**src/design/ufc_pkg.sv**
```systemverilog
// shared constants, register map and carrier types of the uart flow and multidrop control block
package ufc_pkg;
	// ------------------------------------------------------------
	// register map (byte addresses, one word each)
	// ------------------------------------------------------------
	localparam int ADDR_W = 8;
	localparam logic [ADDR_W-1:0] ADDR_FLOW = 8'h00;
	localparam logic [ADDR_W-1:0] ADDR_PINF = 8'h04;
	localparam logic [ADDR_W-1:0] ADDR_RESUME = 8'h08;
	localparam logic [ADDR_W-1:0] ADDR_PAUSE = 8'h0c;
	localparam logic [ADDR_W-1:0] ADDR_TURN = 8'h10;
	localparam logic [ADDR_W-1:0] ADDR_DIV = 8'h14;
	localparam logic [ADDR_W-1:0] ADDR_STAT = 8'h18;
	localparam logic [2:0] HSIZE_WORD = 3'h2;
	localparam int HTRANS_ACT_BIT = 1;
	// ------------------------------------------------------------
	// field layout and encodings
	// ------------------------------------------------------------
	localparam int FLOW_HD_BIT = 3;
	localparam int PINF_POL_BIT = 3;
	localparam int CHAR_W = 8;
	localparam int TURN_W = 4;
	localparam int DIV_W = 16;
	localparam logic [2:0] HS_NONE = 3'h0;
	localparam logic [2:0] HS_HW = 3'h1;
	localparam logic [2:0] HS_SW = 3'h2;
	localparam logic [2:0] HS_MD_OPEN = 3'h3;
	localparam logic [2:0] HS_MD_GATED = 3'h4;
	localparam logic [2:0] PF_RTS = 3'h1;
	localparam logic [2:0] PF_DTR = 3'h2;
	localparam logic [2:0] PF_RS485 = 3'h3;
	localparam int ST_BUSY = 0;
	localparam int ST_PAUSED = 1;
	localparam int ST_MATCH = 2;
	localparam int ST_DE = 3;
	// ------------------------------------------------------------
	// reset values and frame timing
	// ------------------------------------------------------------
	localparam logic [CHAR_W-1:0] RESUME_RST = 8'h11;
	localparam logic [CHAR_W-1:0] PAUSE_RST = 8'h13;
	localparam logic [DIV_W-1:0] DIV_RST = 16'h28b0;
	localparam logic [3:0] FRAME_BITS_8 = 4'ha;
	localparam logic [3:0] FRAME_BITS_9 = 4'hb;
	localparam logic [3:0] DATA_BITS_8 = 4'h8;
	localparam logic [3:0] DATA_BITS_9 = 4'h9;
	// ------------------------------------------------------------
	// carriers and state types
	// ------------------------------------------------------------
	typedef struct packed {
		logic half_duplex;
		logic [2:0] hs_mode;
		logic de_low;
		logic [2:0] pin_func;
		logic [CHAR_W-1:0] resume_char;
		logic [CHAR_W-1:0] pause_char;
		logic [TURN_W-1:0] turnaround_delay;
		logic [DIV_W-1:0] bit_div;
	} ufc_cfg_s;
	typedef struct packed {
		logic addr_bit;
		logic [CHAR_W-1:0] data;
	} ufc_char_s;
	typedef enum logic [1:0] {TX_IDLE = 2'b00, TX_LEAD = 2'b01, TX_SHIFT = 2'b11, TX_TAIL = 2'b10} ufc_tx_e;
	typedef enum logic [1:0] {RX_IDLE = 2'b00, RX_START = 2'b01, RX_DATA = 2'b11, RX_STOP = 2'b10} ufc_rx_e;
endpackage : ufc_pkg

```
**src/design/ufc_line_ctrl.sv**
```systemverilog
// uart line control: hw/sw flow control, rs-485 driver enable, multidrop matching, ahb-lite registers
//
// Chosen here: the AHB-Lite interface to the registers and the register offsets.
`timescale 1ns/1ps
// Operation
// - mode 001 with pins 010 uses DTR/DSR
// - pause character stops transmitter after current character
// - resume character restarts paused transmitter
// - rs-485 mode raises driver enable before start
// - zero delay drops enable after last stop
// - delay holds enable 1 to 15 bits
// - pin function bit 3 sets enable polarity
// - modes 3,4 match unicast and multicast addresses
// - match needs ninth bit set and equal
// - matching address enables receiver for data
// - non-matching address disables the receiver
// - mode 3 transmitter always enabled
// - mode 4 transmits only while matched
// - half duplex ignores receive while sending
// - ready output follows receive fifo room
// - peer ready input suspends or restarts transmitter
module ufc_line_ctrl (
	input wire logic mclk,
	input wire logic rst,
	input wire logic hsel,
	input wire logic [31:0] haddr,
	input wire logic [1:0] htrans,
	input wire logic hwrite,
	input wire logic [2:0] hsize,
	input wire logic [31:0] hwdata,
	input wire logic hready,
	output logic [31:0] hrdata,
	output logic hreadyout,
	output logic hresp,
	input wire logic tx_valid,
	input wire ufc_pkg::ufc_char_s tx_char,
	output logic tx_ready,
	output logic rx_valid,
	output ufc_pkg::ufc_char_s rx_char,
	input wire logic rx_fifo_room,
	input wire logic rxd,
	input wire logic cts_n,
	input wire logic dsr_n,
	output logic txd,
	output logic rts_n,
	output logic dtr_n,
	output logic driver_enable_pin
);
	import ufc_pkg::*;
	ufc_cfg_s cfg_q;
	ufc_tx_e state_q, state_d;
	logic [2:0] pin_in, sync1_q, sync2_q, sync3_q, filt_q;
	logic rxd_f, cts_f, dsr_f;
	logic [DIV_W-1:0] baud_q;
	logic bit_tick;
	logic [FRAME_BITS_9-1:0] sh_q;
	logic [3:0] bit_q, nbits;
	logic [TURN_W-1:0] tail_q;
	logic paused_q, match_q;
	logic hw_mode, sw_mode, md_mode, rs485, peer_busy, allow, load, last, nine_bit, blank;
	logic rxf_valid;
	ufc_char_s rxf_char;
	logic ap_we_q;
	logic [ADDR_W-1:0] ap_addr_q;
	logic ap_take;
	logic [31:0] rd_d;
	logic [3:0] status;

	// ------------------------------------------------------------
	// pin synchronisers
	// ------------------------------------------------------------
	assign pin_in = {dsr_n, cts_n, rxd};
	genvar gi;
	generate
		for (gi = 0; gi < 3; gi++) begin : g_sync
			// filtered level moves only when the second and third stages agree
			always_ff @(posedge mclk or posedge rst) begin
				if (rst) begin
					sync1_q[gi] <= 1'b1;
					sync2_q[gi] <= 1'b1;
					sync3_q[gi] <= 1'b1;
					filt_q[gi] <= 1'b1;
				end else begin
					sync1_q[gi] <= pin_in[gi];
					sync2_q[gi] <= sync1_q[gi];
					sync3_q[gi] <= sync2_q[gi];
					if (sync2_q[gi] == sync3_q[gi])
						filt_q[gi] <= sync3_q[gi];
				end
			end
		end
	endgenerate
	assign rxd_f = filt_q[0];
	assign cts_f = filt_q[1];
	assign dsr_f = filt_q[2];

	// ------------------------------------------------------------
	// mode decode and transmit gating
	// ------------------------------------------------------------
	assign hw_mode = (cfg_q.hs_mode == HS_HW) && (cfg_q.pin_func == PF_RTS || cfg_q.pin_func == PF_DTR);
	assign sw_mode = (cfg_q.hs_mode == HS_SW);
	assign md_mode = (cfg_q.hs_mode == HS_MD_OPEN) || (cfg_q.hs_mode == HS_MD_GATED);
	assign rs485 = (cfg_q.pin_func == PF_RS485);
	assign nine_bit = md_mode;
	assign peer_busy = (cfg_q.pin_func == PF_DTR) ? dsr_f : cts_f;
	// mode 3 never gates on match, mode 4 does
	assign allow = !(sw_mode && paused_q) && !(hw_mode && peer_busy)
		&& !(cfg_q.hs_mode == HS_MD_GATED && !match_q);
	assign nbits = nine_bit ? FRAME_BITS_9 : FRAME_BITS_8;
	assign last = (bit_q == nbits - 1'b1);
	assign blank = cfg_q.half_duplex && (state_q == TX_SHIFT);

	// bit-time enable; a divisor of zero wraps to the longest bit time
	// a new divisor applies only after the count in progress runs out
	always_ff @(posedge mclk or posedge rst) begin
		if (rst)
			baud_q <= '0;
		else if (baud_q == '0)
			baud_q <= cfg_q.bit_div - 1'b1;
		else
			baud_q <= baud_q - 1'b1;
	end
	assign bit_tick = (baud_q == '0);

	// ------------------------------------------------------------
	// transmit sequencer
	// ------------------------------------------------------------
	// loads happen only between characters, so a pause never cuts a frame
	always_comb begin
		load = 1'b0;
		state_d = state_q;
		if (bit_tick && tx_valid && allow) begin
			case (state_q)
				TX_IDLE: load = !rs485;
				TX_LEAD: load = 1'b1;
				TX_SHIFT: load = last;
				TX_TAIL: load = 1'b1;
				default: load = 1'b0;
			endcase
		end
		if (bit_tick) begin
			case (state_q)
				TX_IDLE: begin
					if (load)
						state_d = TX_SHIFT;
					else if (tx_valid && allow && rs485)
						state_d = TX_LEAD;
				end
				TX_LEAD: state_d = load ? TX_SHIFT : TX_IDLE;
				TX_SHIFT: begin
					if (last && !load)
						state_d = (rs485 && cfg_q.turnaround_delay != '0) ? TX_TAIL : TX_IDLE;
				end
				TX_TAIL: begin
					if (load)
						state_d = TX_SHIFT;
					else if (tail_q == cfg_q.turnaround_delay)
						state_d = TX_IDLE;
				end
				default: state_d = TX_IDLE;
			endcase
		end
	end
	assign tx_ready = load;

	// state, shift register and bit counters
	always_ff @(posedge mclk or posedge rst) begin
		if (rst) begin
			state_q <= TX_IDLE;
			sh_q <= '1;
			bit_q <= '0;
			tail_q <= '0;
		end else begin
			state_q <= state_d;
			if (load) begin
				sh_q <= nine_bit ? {1'b1, tx_char.addr_bit, tx_char.data, 1'b0} : {2'b11, tx_char.data, 1'b0};
				bit_q <= '0;
			end else if (bit_tick && state_q == TX_SHIFT) begin
				sh_q <= {1'b1, sh_q[FRAME_BITS_9-1:1]};
				bit_q <= bit_q + 1'b1;
			end
			if (bit_tick && state_q == TX_SHIFT)
				tail_q <= {{(TURN_W-1){1'b0}}, 1'b1};
			else if (bit_tick && state_q == TX_TAIL)
				tail_q <= tail_q + 1'b1;
		end
	end
	assign txd = sh_q[0];

	// driver enable follows the next state so it leads the start bit and drops after the stop bit and any turnaround delay
	always_ff @(posedge mclk or posedge rst) begin
		if (rst)
			driver_enable_pin <= 1'b0;
		else
			driver_enable_pin <= (rs485 && state_d != TX_IDLE) ^ cfg_q.de_low;
	end

	// ready outputs, active low, inactive outside their pin function
	always_ff @(posedge mclk or posedge rst) begin
		if (rst) begin
			rts_n <= 1'b1;
			dtr_n <= 1'b1;
		end else begin
			rts_n <= (hw_mode && cfg_q.pin_func == PF_RTS) ? !rx_fifo_room : 1'b1;
			dtr_n <= (hw_mode && cfg_q.pin_func == PF_DTR) ? !rx_fifo_room : 1'b1;
		end
	end

	// ------------------------------------------------------------
	// receive path and character matching
	// ------------------------------------------------------------
	ufc_rx_frame u_rx (
		.mclk(mclk),
		.rst(rst),
		.rxd(rxd_f),
		.bit_div(cfg_q.bit_div),
		.nine_bit(nine_bit),
		.blank(blank),
		.rx_valid(rxf_valid),
		.rx_char(rxf_char)
	);

	// pause wins when both characters are programmed equal
	always_ff @(posedge mclk or posedge rst) begin
		if (rst) begin
			paused_q <= 1'b0;
		end else if (!sw_mode) begin
			paused_q <= 1'b0;
		end else if (rxf_valid) begin
			if (rxf_char.data == cfg_q.pause_char)
				paused_q <= 1'b1;
			else if (rxf_char.data == cfg_q.resume_char)
				paused_q <= 1'b0;
		end
	end

	// address bytes steer the receiver; data bytes leave it unchanged
	always_ff @(posedge mclk or posedge rst) begin
		if (rst)
			match_q <= 1'b0;
		else if (!md_mode)
			match_q <= 1'b0;
		else if (rxf_valid && rxf_char.addr_bit)
			match_q <= (rxf_char.data == cfg_q.resume_char) || (rxf_char.data == cfg_q.pause_char);
	end

	// address bytes are consumed here and never reach the fifo
	always_ff @(posedge mclk or posedge rst) begin
		if (rst) begin
			rx_valid <= 1'b0;
			rx_char <= '0;
		end else begin
			rx_valid <= rxf_valid && !(md_mode && (rxf_char.addr_bit || !match_q));
			if (rxf_valid)
				rx_char <= rxf_char;
		end
	end

	// ------------------------------------------------------------
	// ahb-lite register slave, zero wait states
	// ------------------------------------------------------------
	assign hreadyout = 1'b1;
	assign hresp = 1'b0;
	assign ap_take = hready && hsel && htrans[HTRANS_ACT_BIT] && (hsize == HSIZE_WORD);
	assign status = {driver_enable_pin ^ cfg_q.de_low, match_q, paused_q, state_q != TX_IDLE};

	always_comb begin
		rd_d = '0;
		case (haddr[ADDR_W-1:0])
			ADDR_FLOW: rd_d[FLOW_HD_BIT:0] = {cfg_q.half_duplex, cfg_q.hs_mode};
			ADDR_PINF: rd_d[PINF_POL_BIT:0] = {cfg_q.de_low, cfg_q.pin_func};
			ADDR_RESUME: rd_d[CHAR_W-1:0] = cfg_q.resume_char;
			ADDR_PAUSE: rd_d[CHAR_W-1:0] = cfg_q.pause_char;
			ADDR_TURN: rd_d[TURN_W-1:0] = cfg_q.turnaround_delay;
			ADDR_DIV: rd_d[DIV_W-1:0] = cfg_q.bit_div;
			ADDR_STAT: rd_d[ST_DE:0] = status;
			default: rd_d = '0;
		endcase
	end

	// address phase capture; read data is latched here so hrdata comes from a flop
	always_ff @(posedge mclk or posedge rst) begin
		if (rst) begin
			ap_we_q <= 1'b0;
			ap_addr_q <= '0;
			hrdata <= '0;
		end else if (hready) begin
			ap_we_q <= ap_take && hwrite && (haddr[31:ADDR_W] == '0);
			ap_addr_q <= haddr[ADDR_W-1:0];
			if (ap_take && !hwrite)
				hrdata <= (haddr[31:ADDR_W] == '0) ? rd_d : '0;
		end
	end

	// data phase write
	always_ff @(posedge mclk or posedge rst) begin
		if (rst) begin
			cfg_q <= '{half_duplex: 1'b0, hs_mode: HS_NONE, de_low: 1'b0, pin_func: 3'h0,
				resume_char: RESUME_RST, pause_char: PAUSE_RST, turnaround_delay: '0, bit_div: DIV_RST};
		end else if (ap_we_q) begin
			case (ap_addr_q)
				ADDR_FLOW: {cfg_q.half_duplex, cfg_q.hs_mode} <= hwdata[FLOW_HD_BIT:0];
				ADDR_PINF: {cfg_q.de_low, cfg_q.pin_func} <= hwdata[PINF_POL_BIT:0];
				ADDR_RESUME: cfg_q.resume_char <= hwdata[CHAR_W-1:0];
				ADDR_PAUSE: cfg_q.pause_char <= hwdata[CHAR_W-1:0];
				ADDR_TURN: cfg_q.turnaround_delay <= hwdata[TURN_W-1:0];
				ADDR_DIV: cfg_q.bit_div <= hwdata[DIV_W-1:0];
				default: ;
			endcase
		end
	end

	// ------------------------------------------------------------
	// assertions
	// ------------------------------------------------------------
	a_de_before_start: assert property (@(posedge mclk) disable iff (rst)
		(rs485 && state_q == TX_IDLE && state_d == TX_LEAD) |=> (driver_enable_pin != cfg_q.de_low) && txd)
		else $error("driver enable not raised ahead of start bit");
	a_de_zero_drop: assert property (@(posedge mclk) disable iff (rst)
		(rs485 && state_q == TX_SHIFT && state_d == TX_IDLE && cfg_q.turnaround_delay == '0)
		|=> driver_enable_pin == cfg_q.de_low)
		else $error("driver enable held after last stop bit");
	a_de_tail_hold: assert property (@(posedge mclk) disable iff (rst)
		(state_q == TX_TAIL) |-> (tail_q <= cfg_q.turnaround_delay) && (driver_enable_pin != cfg_q.de_low))
		else $error("turnaround delay overrun or enable dropped");
	a_de_polarity: assert property (@(posedge mclk) disable iff (rst)
		(!rs485 && $stable(cfg_q.de_low) && $stable(rs485)) |=> driver_enable_pin == $past(cfg_q.de_low))
		else $error("driver enable idle level wrong");
	a_pause_block: assert property (@(posedge mclk) disable iff (rst)
		(sw_mode && paused_q) |-> !tx_ready)
		else $error("transmit loaded while paused");
	a_resume_clear: assert property (@(posedge mclk) disable iff (rst)
		(sw_mode && rxf_valid && rxf_char.data == cfg_q.resume_char && rxf_char.data != cfg_q.pause_char
		&& $stable(cfg_q.hs_mode)) |=> !paused_q)
		else $error("resume character did not clear pause");
	a_addr_match: assert property (@(posedge mclk) disable iff (rst)
		(md_mode && rxf_valid && rxf_char.addr_bit && (rxf_char.data == cfg_q.resume_char
		|| rxf_char.data == cfg_q.pause_char) && $stable(cfg_q.hs_mode)) |=> match_q && !rx_valid)
		else $error("address match missed or address byte delivered");
	a_addr_miss: assert property (@(posedge mclk) disable iff (rst)
		(md_mode && !match_q) |=> !rx_valid)
		else $error("data delivered while receiver disabled");
	a_gated_tx: assert property (@(posedge mclk) disable iff (rst)
		(cfg_q.hs_mode == HS_MD_GATED && !match_q) |-> !tx_ready)
		else $error("mode 4 transmit without address match");
	a_ready_room: assert property (@(posedge mclk) disable iff (rst)
		(hw_mode && cfg_q.pin_func == PF_RTS && !rx_fifo_room && $stable(cfg_q)) |=> rts_n)
		else $error("ready output asserted without fifo room");
	a_half_blank: assert property (@(posedge mclk) disable iff (rst)
		(cfg_q.half_duplex && state_q == TX_SHIFT) [*2] |-> !rxf_valid)
		else $error("receive accepted while transmitting in half duplex");
endmodule : ufc_line_ctrl

```
**src/design/ufc_rx_frame.sv**
```systemverilog
// receive deserializer: start detect, mid-bit sampling, 8 or 9 data bits, blanking
`timescale 1ns/1ps
module ufc_rx_frame (
	input wire logic mclk,
	input wire logic rst,
	input wire logic rxd,
	input wire logic [ufc_pkg::DIV_W-1:0] bit_div,
	input wire logic nine_bit,
	input wire logic blank,
	output logic rx_valid,
	output ufc_pkg::ufc_char_s rx_char
);
	import ufc_pkg::*;
	ufc_rx_e state_q;
	logic [DIV_W-1:0] cnt_q;
	logic [3:0] idx_q;
	logic [CHAR_W:0] sh_q;
	logic [3:0] nbits;
	logic tick;

	assign nbits = nine_bit ? DATA_BITS_9 : DATA_BITS_8;
	assign tick = (cnt_q == '0);

	// ------------------------------------------------------------
	// frame sequencer; blanking drops a frame in flight, not just its delivery
	// ------------------------------------------------------------
	always_ff @(posedge mclk or posedge rst) begin
		if (rst) begin
			state_q <= RX_IDLE;
			cnt_q <= '0;
			idx_q <= '0;
			sh_q <= '0;
			rx_valid <= 1'b0;
			rx_char <= '0;
		end else begin
			rx_valid <= 1'b0;
			if (!tick)
				cnt_q <= cnt_q - 1'b1;
			if (blank) begin
				state_q <= RX_IDLE;
			end else begin
				case (state_q)
					RX_IDLE: begin
						if (!rxd) begin
							state_q <= RX_START;
							cnt_q <= bit_div >> 1;
						end
					end
					RX_START: begin
						if (tick) begin
							state_q <= rxd ? RX_IDLE : RX_DATA;
							cnt_q <= bit_div - 1'b1;
							idx_q <= '0;
						end
					end
					RX_DATA: begin
						if (tick) begin
							sh_q <= {rxd, sh_q[CHAR_W:1]};
							idx_q <= idx_q + 1'b1;
							cnt_q <= bit_div - 1'b1;
							if (idx_q == nbits - 1'b1)
								state_q <= RX_STOP;
						end
					end
					RX_STOP: begin
						if (tick) begin
							state_q <= RX_IDLE;
							// a framing error discards the character
							rx_valid <= rxd;
							rx_char <= nine_bit ? sh_q : {1'b0, sh_q[CHAR_W:1]};
						end
					end
					default: state_q <= RX_IDLE;
				endcase
			end
		end
	end
endmodule : ufc_rx_frame

```
**config.mk**
```make
export PLATFORM = sky130hd
export DESIGN_NAME = ufc_line_ctrl
export DESIGN_NICKNAME = d
export VERILOG_FILES = /design/src/design/ufc_pkg.sv /design/src/design/ufc_line_ctrl.sv /design/src/design/ufc_rx_frame.sv
export SDC_FILE = /design/constraint.sdc
export NUM_CORES = 1
export LEC_CHECK = 0
export ABC_CLOCK_PERIOD_IN_PS = 8900
export BUFFER_PORTS_ARGS = -buffer_cell sky130_fd_sc_hd__buf_2
export CAP_MARGIN = 40
export CORE_UTILIZATION = 30
export DETAILED_ROUTE_END_ITERATION = 6
export GPL_TIMING_DRIVEN = 0
export HOLD_SLACK_MARGIN = 0.05
export PLACE_DENSITY = 0.54
export SYNTH_ARGS = -nofsm -noshare
export SYNTH_HDL_FRONTEND = slang
export SYNTH_SLANG_ARGS = --single-unit
```
**constraint.sdc**
```tcl
create_clock -name mclk -period 8.9 [get_ports mclk]
set_clock_uncertainty 0.15 [all_clocks]
set_input_delay 0.445 -clock mclk [delete_from_list [all_inputs] [get_ports mclk]]
set_output_delay 0.445 -clock mclk [all_outputs]
set_load 0.05 [all_outputs]
```
# Word level (Yosys, flattened, before mapping)
# Index checks and enable logic that the tools add are counted.
# totals
register_bits	190
output_inout_bits	49
latch_bits	0
in_bits	88
mem_bits_rw	0
word_cells	218
mem_count	0
mem_bits_ro	0
# classes
div	0
multipliers	0
reduce_logical	67
n_mux	54
addsub	8
n_bitwise	3
magnitude_cmp	0
eq_ne	43
n_shift	0
# ops
cell	count
2-to-1 mux 16 bit	6
subtractor 16 x 1 -> 16 bit, second input constant	3
equality test 8 x 5 -> 1 bit, second input constant	5
equality test 8 x 4 -> 1 bit, second input constant	4
logical NOT 16 bit	2
one-hot mux 16 bit (2 select lines)	1
2-to-1 mux 2 bit	15
one-hot mux 4 bit (7 select lines)	1
logical AND 1 bit	27
logical NOT 24 bit	1
2-to-1 mux 4 bit	6
2-to-1 mux 11 bit	2
equality test 8 x 3 -> 1 bit, second input constant	2
equality test 8 bit	2
logical NOT 8 bit	2
one-hot mux 2 bit (4 select lines)	2
AND reduction 2 bit	8
equality test 3 x 2 -> 1 bit, second input constant	5
2-to-1 mux 1 bit	15
adder 4 x 1 -> 4 bit, second input constant	3
equality test 4 bit	3
inequality test 3 x 2 -> 1 bit, second input constant	4
one-hot mux 4 bit (3 select lines)	1
2-to-1 mux 10 bit	1
other kinds (24)	54

# Depth between registers and ports, before layout
# logic_depth
depth_word	17
ltp_mapped	10
mapped_depth_nobuf	9

# By module
# A second synthesis with hierarchy kept.
# unflattened
cells_unflattened	860
hier_area_um2	9212.6
# by_module_without_submodules
mod	seq_area_each_um2	n_inst	cells_per_inst	area_each_um2
ufc_line_ctrl	3345.7	1	583	6623.9
ufc_rx_frame	1026.0	1	277	2588.7

# Worst setup path before layout
# No wires, ideal clock.
# synth_timing
path_kind	register -> output
start	register baud_q[2]
end	output tx_ready
n_path_buf	1
required_time_ns	8.305
path_slack_ns	5.896
path_stages_with_launch	6
t_arrival_ns	2.409
path_cell_list	dfrtp_1 -> or4_4 -> or4_4 -> buf_6 -> nor4_1 -> o211a_1
# synth_via
elab_chain_cells	4
# synth_rtl
element	line	source
start: declaration	ufc_line_ctrl.sv:54	logic [DIV_W-1:0] baud_q;
start signal: assignment	ufc_line_ctrl.sv:119	baud_q <= cfg_q.bit_div - 1'b1;
start signal: assignment	ufc_line_ctrl.sv:121	baud_q <= baud_q - 1'b1;
logical NOT 16 bit	ufc_line_ctrl.sv:123	assign bit_tick = (baud_q == '0);
logical AND 1 bit (2 in a row)	ufc_line_ctrl.sv:132	if (bit_tick && tx_valid && allow) begin
2-to-1 mux 1 bit	ufc_line_ctrl.sv:132	
end: declaration	ufc_line_ctrl.sv:37	output logic tx_ready,
# No other way between the ends.

# Final worst setup path
# layout_timing
start	register baud_q[3]
end	output tx_ready
# Same word-level chain as after synthesis.

==> run metrics <==
Vias=~7,000; largest net degree at the start of global routing=approximately 120; Post-synth top cells=dfrtp_1 (139), nor2_1 (71), nand2_1 (70), mux2_2 (69), a21oi_1 (50); Worst path max stage delay=roughly 0.6 ns; clk sinks=~170; Vias/cell=4.97; FF+latch count, synth=about 170; Final #Nets=roughly 1,100; total global-route track usage=0.153; Distinct cells, synth=63; Worst VDD drop=between 0.1 and 0.15 mV; hold crit path type=in -> reg; setup violators final=0; final period utilization=0.405; leakage=4.67 nW; Max-slew headroom=0.392; Root Driver=clkbuf_16; WL final=roughly 23,000 microns; WP depth=6; Residual DRC=0; hold_buf cts=4; CTS tree=done; crit path buf inv count=2; vias in the first global route=between 6,000 and 7,000; Worst-Margin Slew=between 0.9 and 1 ns; Detailed Place HPWL=17,000 microns; type of origin of the critical path=flop; Slew Viols, Final=0; GPL Wtd Cong=between 0.8 and 0.9; Worst Hold Slack=roughly 0.072 ns; Top FF cell, synth=dfrtp_1; starting density of the core=0.305; clock buffer depth=2; worst setup path class=reg -> out; final hold vios=0; Final ANT Viol Nets=0; Post-Synthesis Cells=~860; Rows=63; clock latency on the worst-skew pair=around 0.44 ns; CTS H-tree depth=4; r2r setup slk=roughly 5.3 ns; Async SR Flop Fraction=1.00; Crit. Startpoint=baud_q[3]; Most Frequent Cell on Critical Path=or4_4; WP data arrival=about 3.0 ns; Worst path top cell family by delay=simple AND/OR/NAND/NOR gates; Syn Area/Cell=roughly 11 sq um; R2R depth=9; CP required=just over 8 ns; largest cells by area after synthesis=dfrtp_1 (38%), dfstp_2 (9.9%), mux2_2 (8.6%), mux2i_1 (3.1%), xnor2_1 (3.0%); postcts setup bufs=0; P per Cell Area=194 nW/um^2; wire per inst=around 16 microns; fraction of layout cells with a size suffix above 1=0.272; Seq/Total Area, Yosys=0.483; Final TNS setup=0 ns; Iteration-0 DRC Markers=roughly 380; Warnings, synthesis=0; Post-Syn Area=about 9000 sq um; crit path max fanout=10; Crit-path slowest cell=or4_4; EDFF count, synth=0; io pins=137; RSZ-0062 raised after global routing=false; Yosys top cell area share=0.385; Max-Cap Viols=0; CP endpoint kind=primary output; die area=just over 30,000 sq um; global-route wire length before repair=between 30,000 and 40,000 microns; top-count cell post-synth=dfrtp_1; run status=finished, final reports clean; Filler cells=around 3,000; minimum clock period after layout=3.60 ns; largest area contributor in the netlist=dfrtp_1; number of port buffers=100; post-cts sizing count=0; reg2reg start=u_rx.cnt_q[0]; GR Overflow Total=0; Die W=176 microns; R2R Path End=u_rx.sh_q[5]; Die Span Y=between 150 and 200 microns; number of detailed-route iterations in the first pass=5; Syn-to-layout area delta=19.1%; core footprint=a little under 30,000 sq um; initial antenna violation count=1; CP Cell Sequence=or4_4 > or4_4 > buf_6 > nor4_1 > o211a_1 > buf_2; n_diodes=0; FMAX=278 MHz; Num CTS Buffers=17; Clk pin slew, worst setup/hold paths=~0.080 ns; Setup crit end=tx_ready
sequential cells by signal, indices dropped and copies added (netlist names), 8 cells and up:
register and flops:
cfg_q 44, baud_q 16, hrdata 16, u_rx.cnt_q 16
sh_q 10, rx_char 9, u_rx.rx_char 9, u_rx.sh_q 9
ap_addr_q 8
layout make-up:
| class | count | area, sq um | area share |
|---|---|---|---|
| multi-input combinational | 632 | 4380 | 0.407 |
| sequential | 173 | 4370 | 0.406 |
| timing repair buffer | 107 | 578 | 0.0537 |
| tap | 390 | 488 | 0.0453 |
| clock buffer | 17 | 425 | 0.0395 |
| buffer | 52 | 274 | 0.0254 |
| clock inverter | 15 | 168 | 0.0156 |
| inverter | 20 | 82.6 | 0.00767 |
worst min-delay path: cells and delay by family:
family          cells  cell delay, ns
buf+inv             1            0.09
simple gates        1            0.09
compound gates      1            0.04
cell families after synthesis:
kind of cell,after synthesis,share of synthesized area
AO/OA/AOI/OAI,163,0.117
XOR/XNOR,57,0.0552
adder cells (fa/ha/maj),15,0.0199
buffers and inverters,72,0.0386
flip-flops,173,0.483
multiplexers,101,0.127
other,2,0.000831
AND/OR/NAND/NOR,278,0.158
worst min path at each step:
stage	from	to	slack, ns	cells past startpoint
after floorplan	sync1_q[0]	sync2_q[0]	0.20	0
after global placement	sync1_q[1]	sync2_q[1]	0.20	0
after detailed placement	sync1_q[0]	sync2_q[0]	0.20	0
after CTS	tx_char[4]	sh_q[5]	0.05	3
after global routing	tx_char[5]	sh_q[6]	0.06	3
final	tx_char[4]	sh_q[5]	0.07	3
metrics by stage:
stage	area, sq um	utilization	total power [mW]	worst slack, ns	cells
floorplan	9100	-	1.25	3.67	877
CTS	10800	0.363	2.11	5.28	1406
global placement	10100	0.340	1.35	1.30	1367
detailed placement	10100	0.342	1.35	5.36	1370
global route	10800	0.363	2.21	4.92	1406
finish	10800	0.363	2.09	5.30	1406
routing by layer:
layer / vias to the layer above / GRT usage / wire length, microns
met2: 152 / 0.242 / 10600
met4: 0 / 0.0522 / 522
met5: - / 0 / 0
li1: 3371 / - / -
met3: 36 / 0.0281 / 777
met1: 3422 / 0.209 / 10900
where the power goes:
part	internal [mW]	switching, mW	leakage [nW]	total, mW
clock	0.379	0.370	0.294	0.750
combinational	0.170	0.208	2.24	0.378
sequential	0.876	0.0899	2.14	0.966
layout by cell type, fill, tap and decap left out, types with 5 or more instances in the layout:
| master | netlist | routed |
|---|---|---|
| a21oi_1 | 50 | 50 |
| a22o_1 | 26 | 26 |
| a31oi_1 | 6 | 6 |
| and2_1 | 6 | 6 |
| and3_1 | 5 | 5 |
| buf_2 | 3 | 105 |
| buf_4 | 18 | 18 |
| clkbuf_1 | 27 | 27 |
| clkbuf_16 | 0 | 17 |
| conb_1 | 2 | 18 |
| dfrtp_1 | 139 | 139 |
| dfstp_2 | 34 | 34 |
| ha_1 | 12 | 12 |
| inv_1 | 20 | 19 |
| inv_8 | 0 | 6 |
| mux2_2 | 69 | 69 |
| mux2i_1 | 28 | 28 |
| nand2_1 | 70 | 70 |
| nand3_1 | 14 | 14 |
| nand3b_1 | 6 | 6 |
| nand4_1 | 9 | 9 |
| nand4b_1 | 5 | 5 |
| nor2_1 | 71 | 71 |
| nor3_1 | 24 | 24 |
| nor3b_1 | 6 | 6 |
| nor4_1 | 21 | 21 |
| o21ai_0 | 41 | 41 |
| o22ai_1 | 6 | 6 |
| o31ai_1 | 5 | 5 |
| or3_1 | 9 | 9 |
| or4_1 | 7 | 7 |
| xnor2_1 | 31 | 31 |
| xor2_1 | 26 | 26 |
No activity file was read; power rests on OpenSTA's default activity.
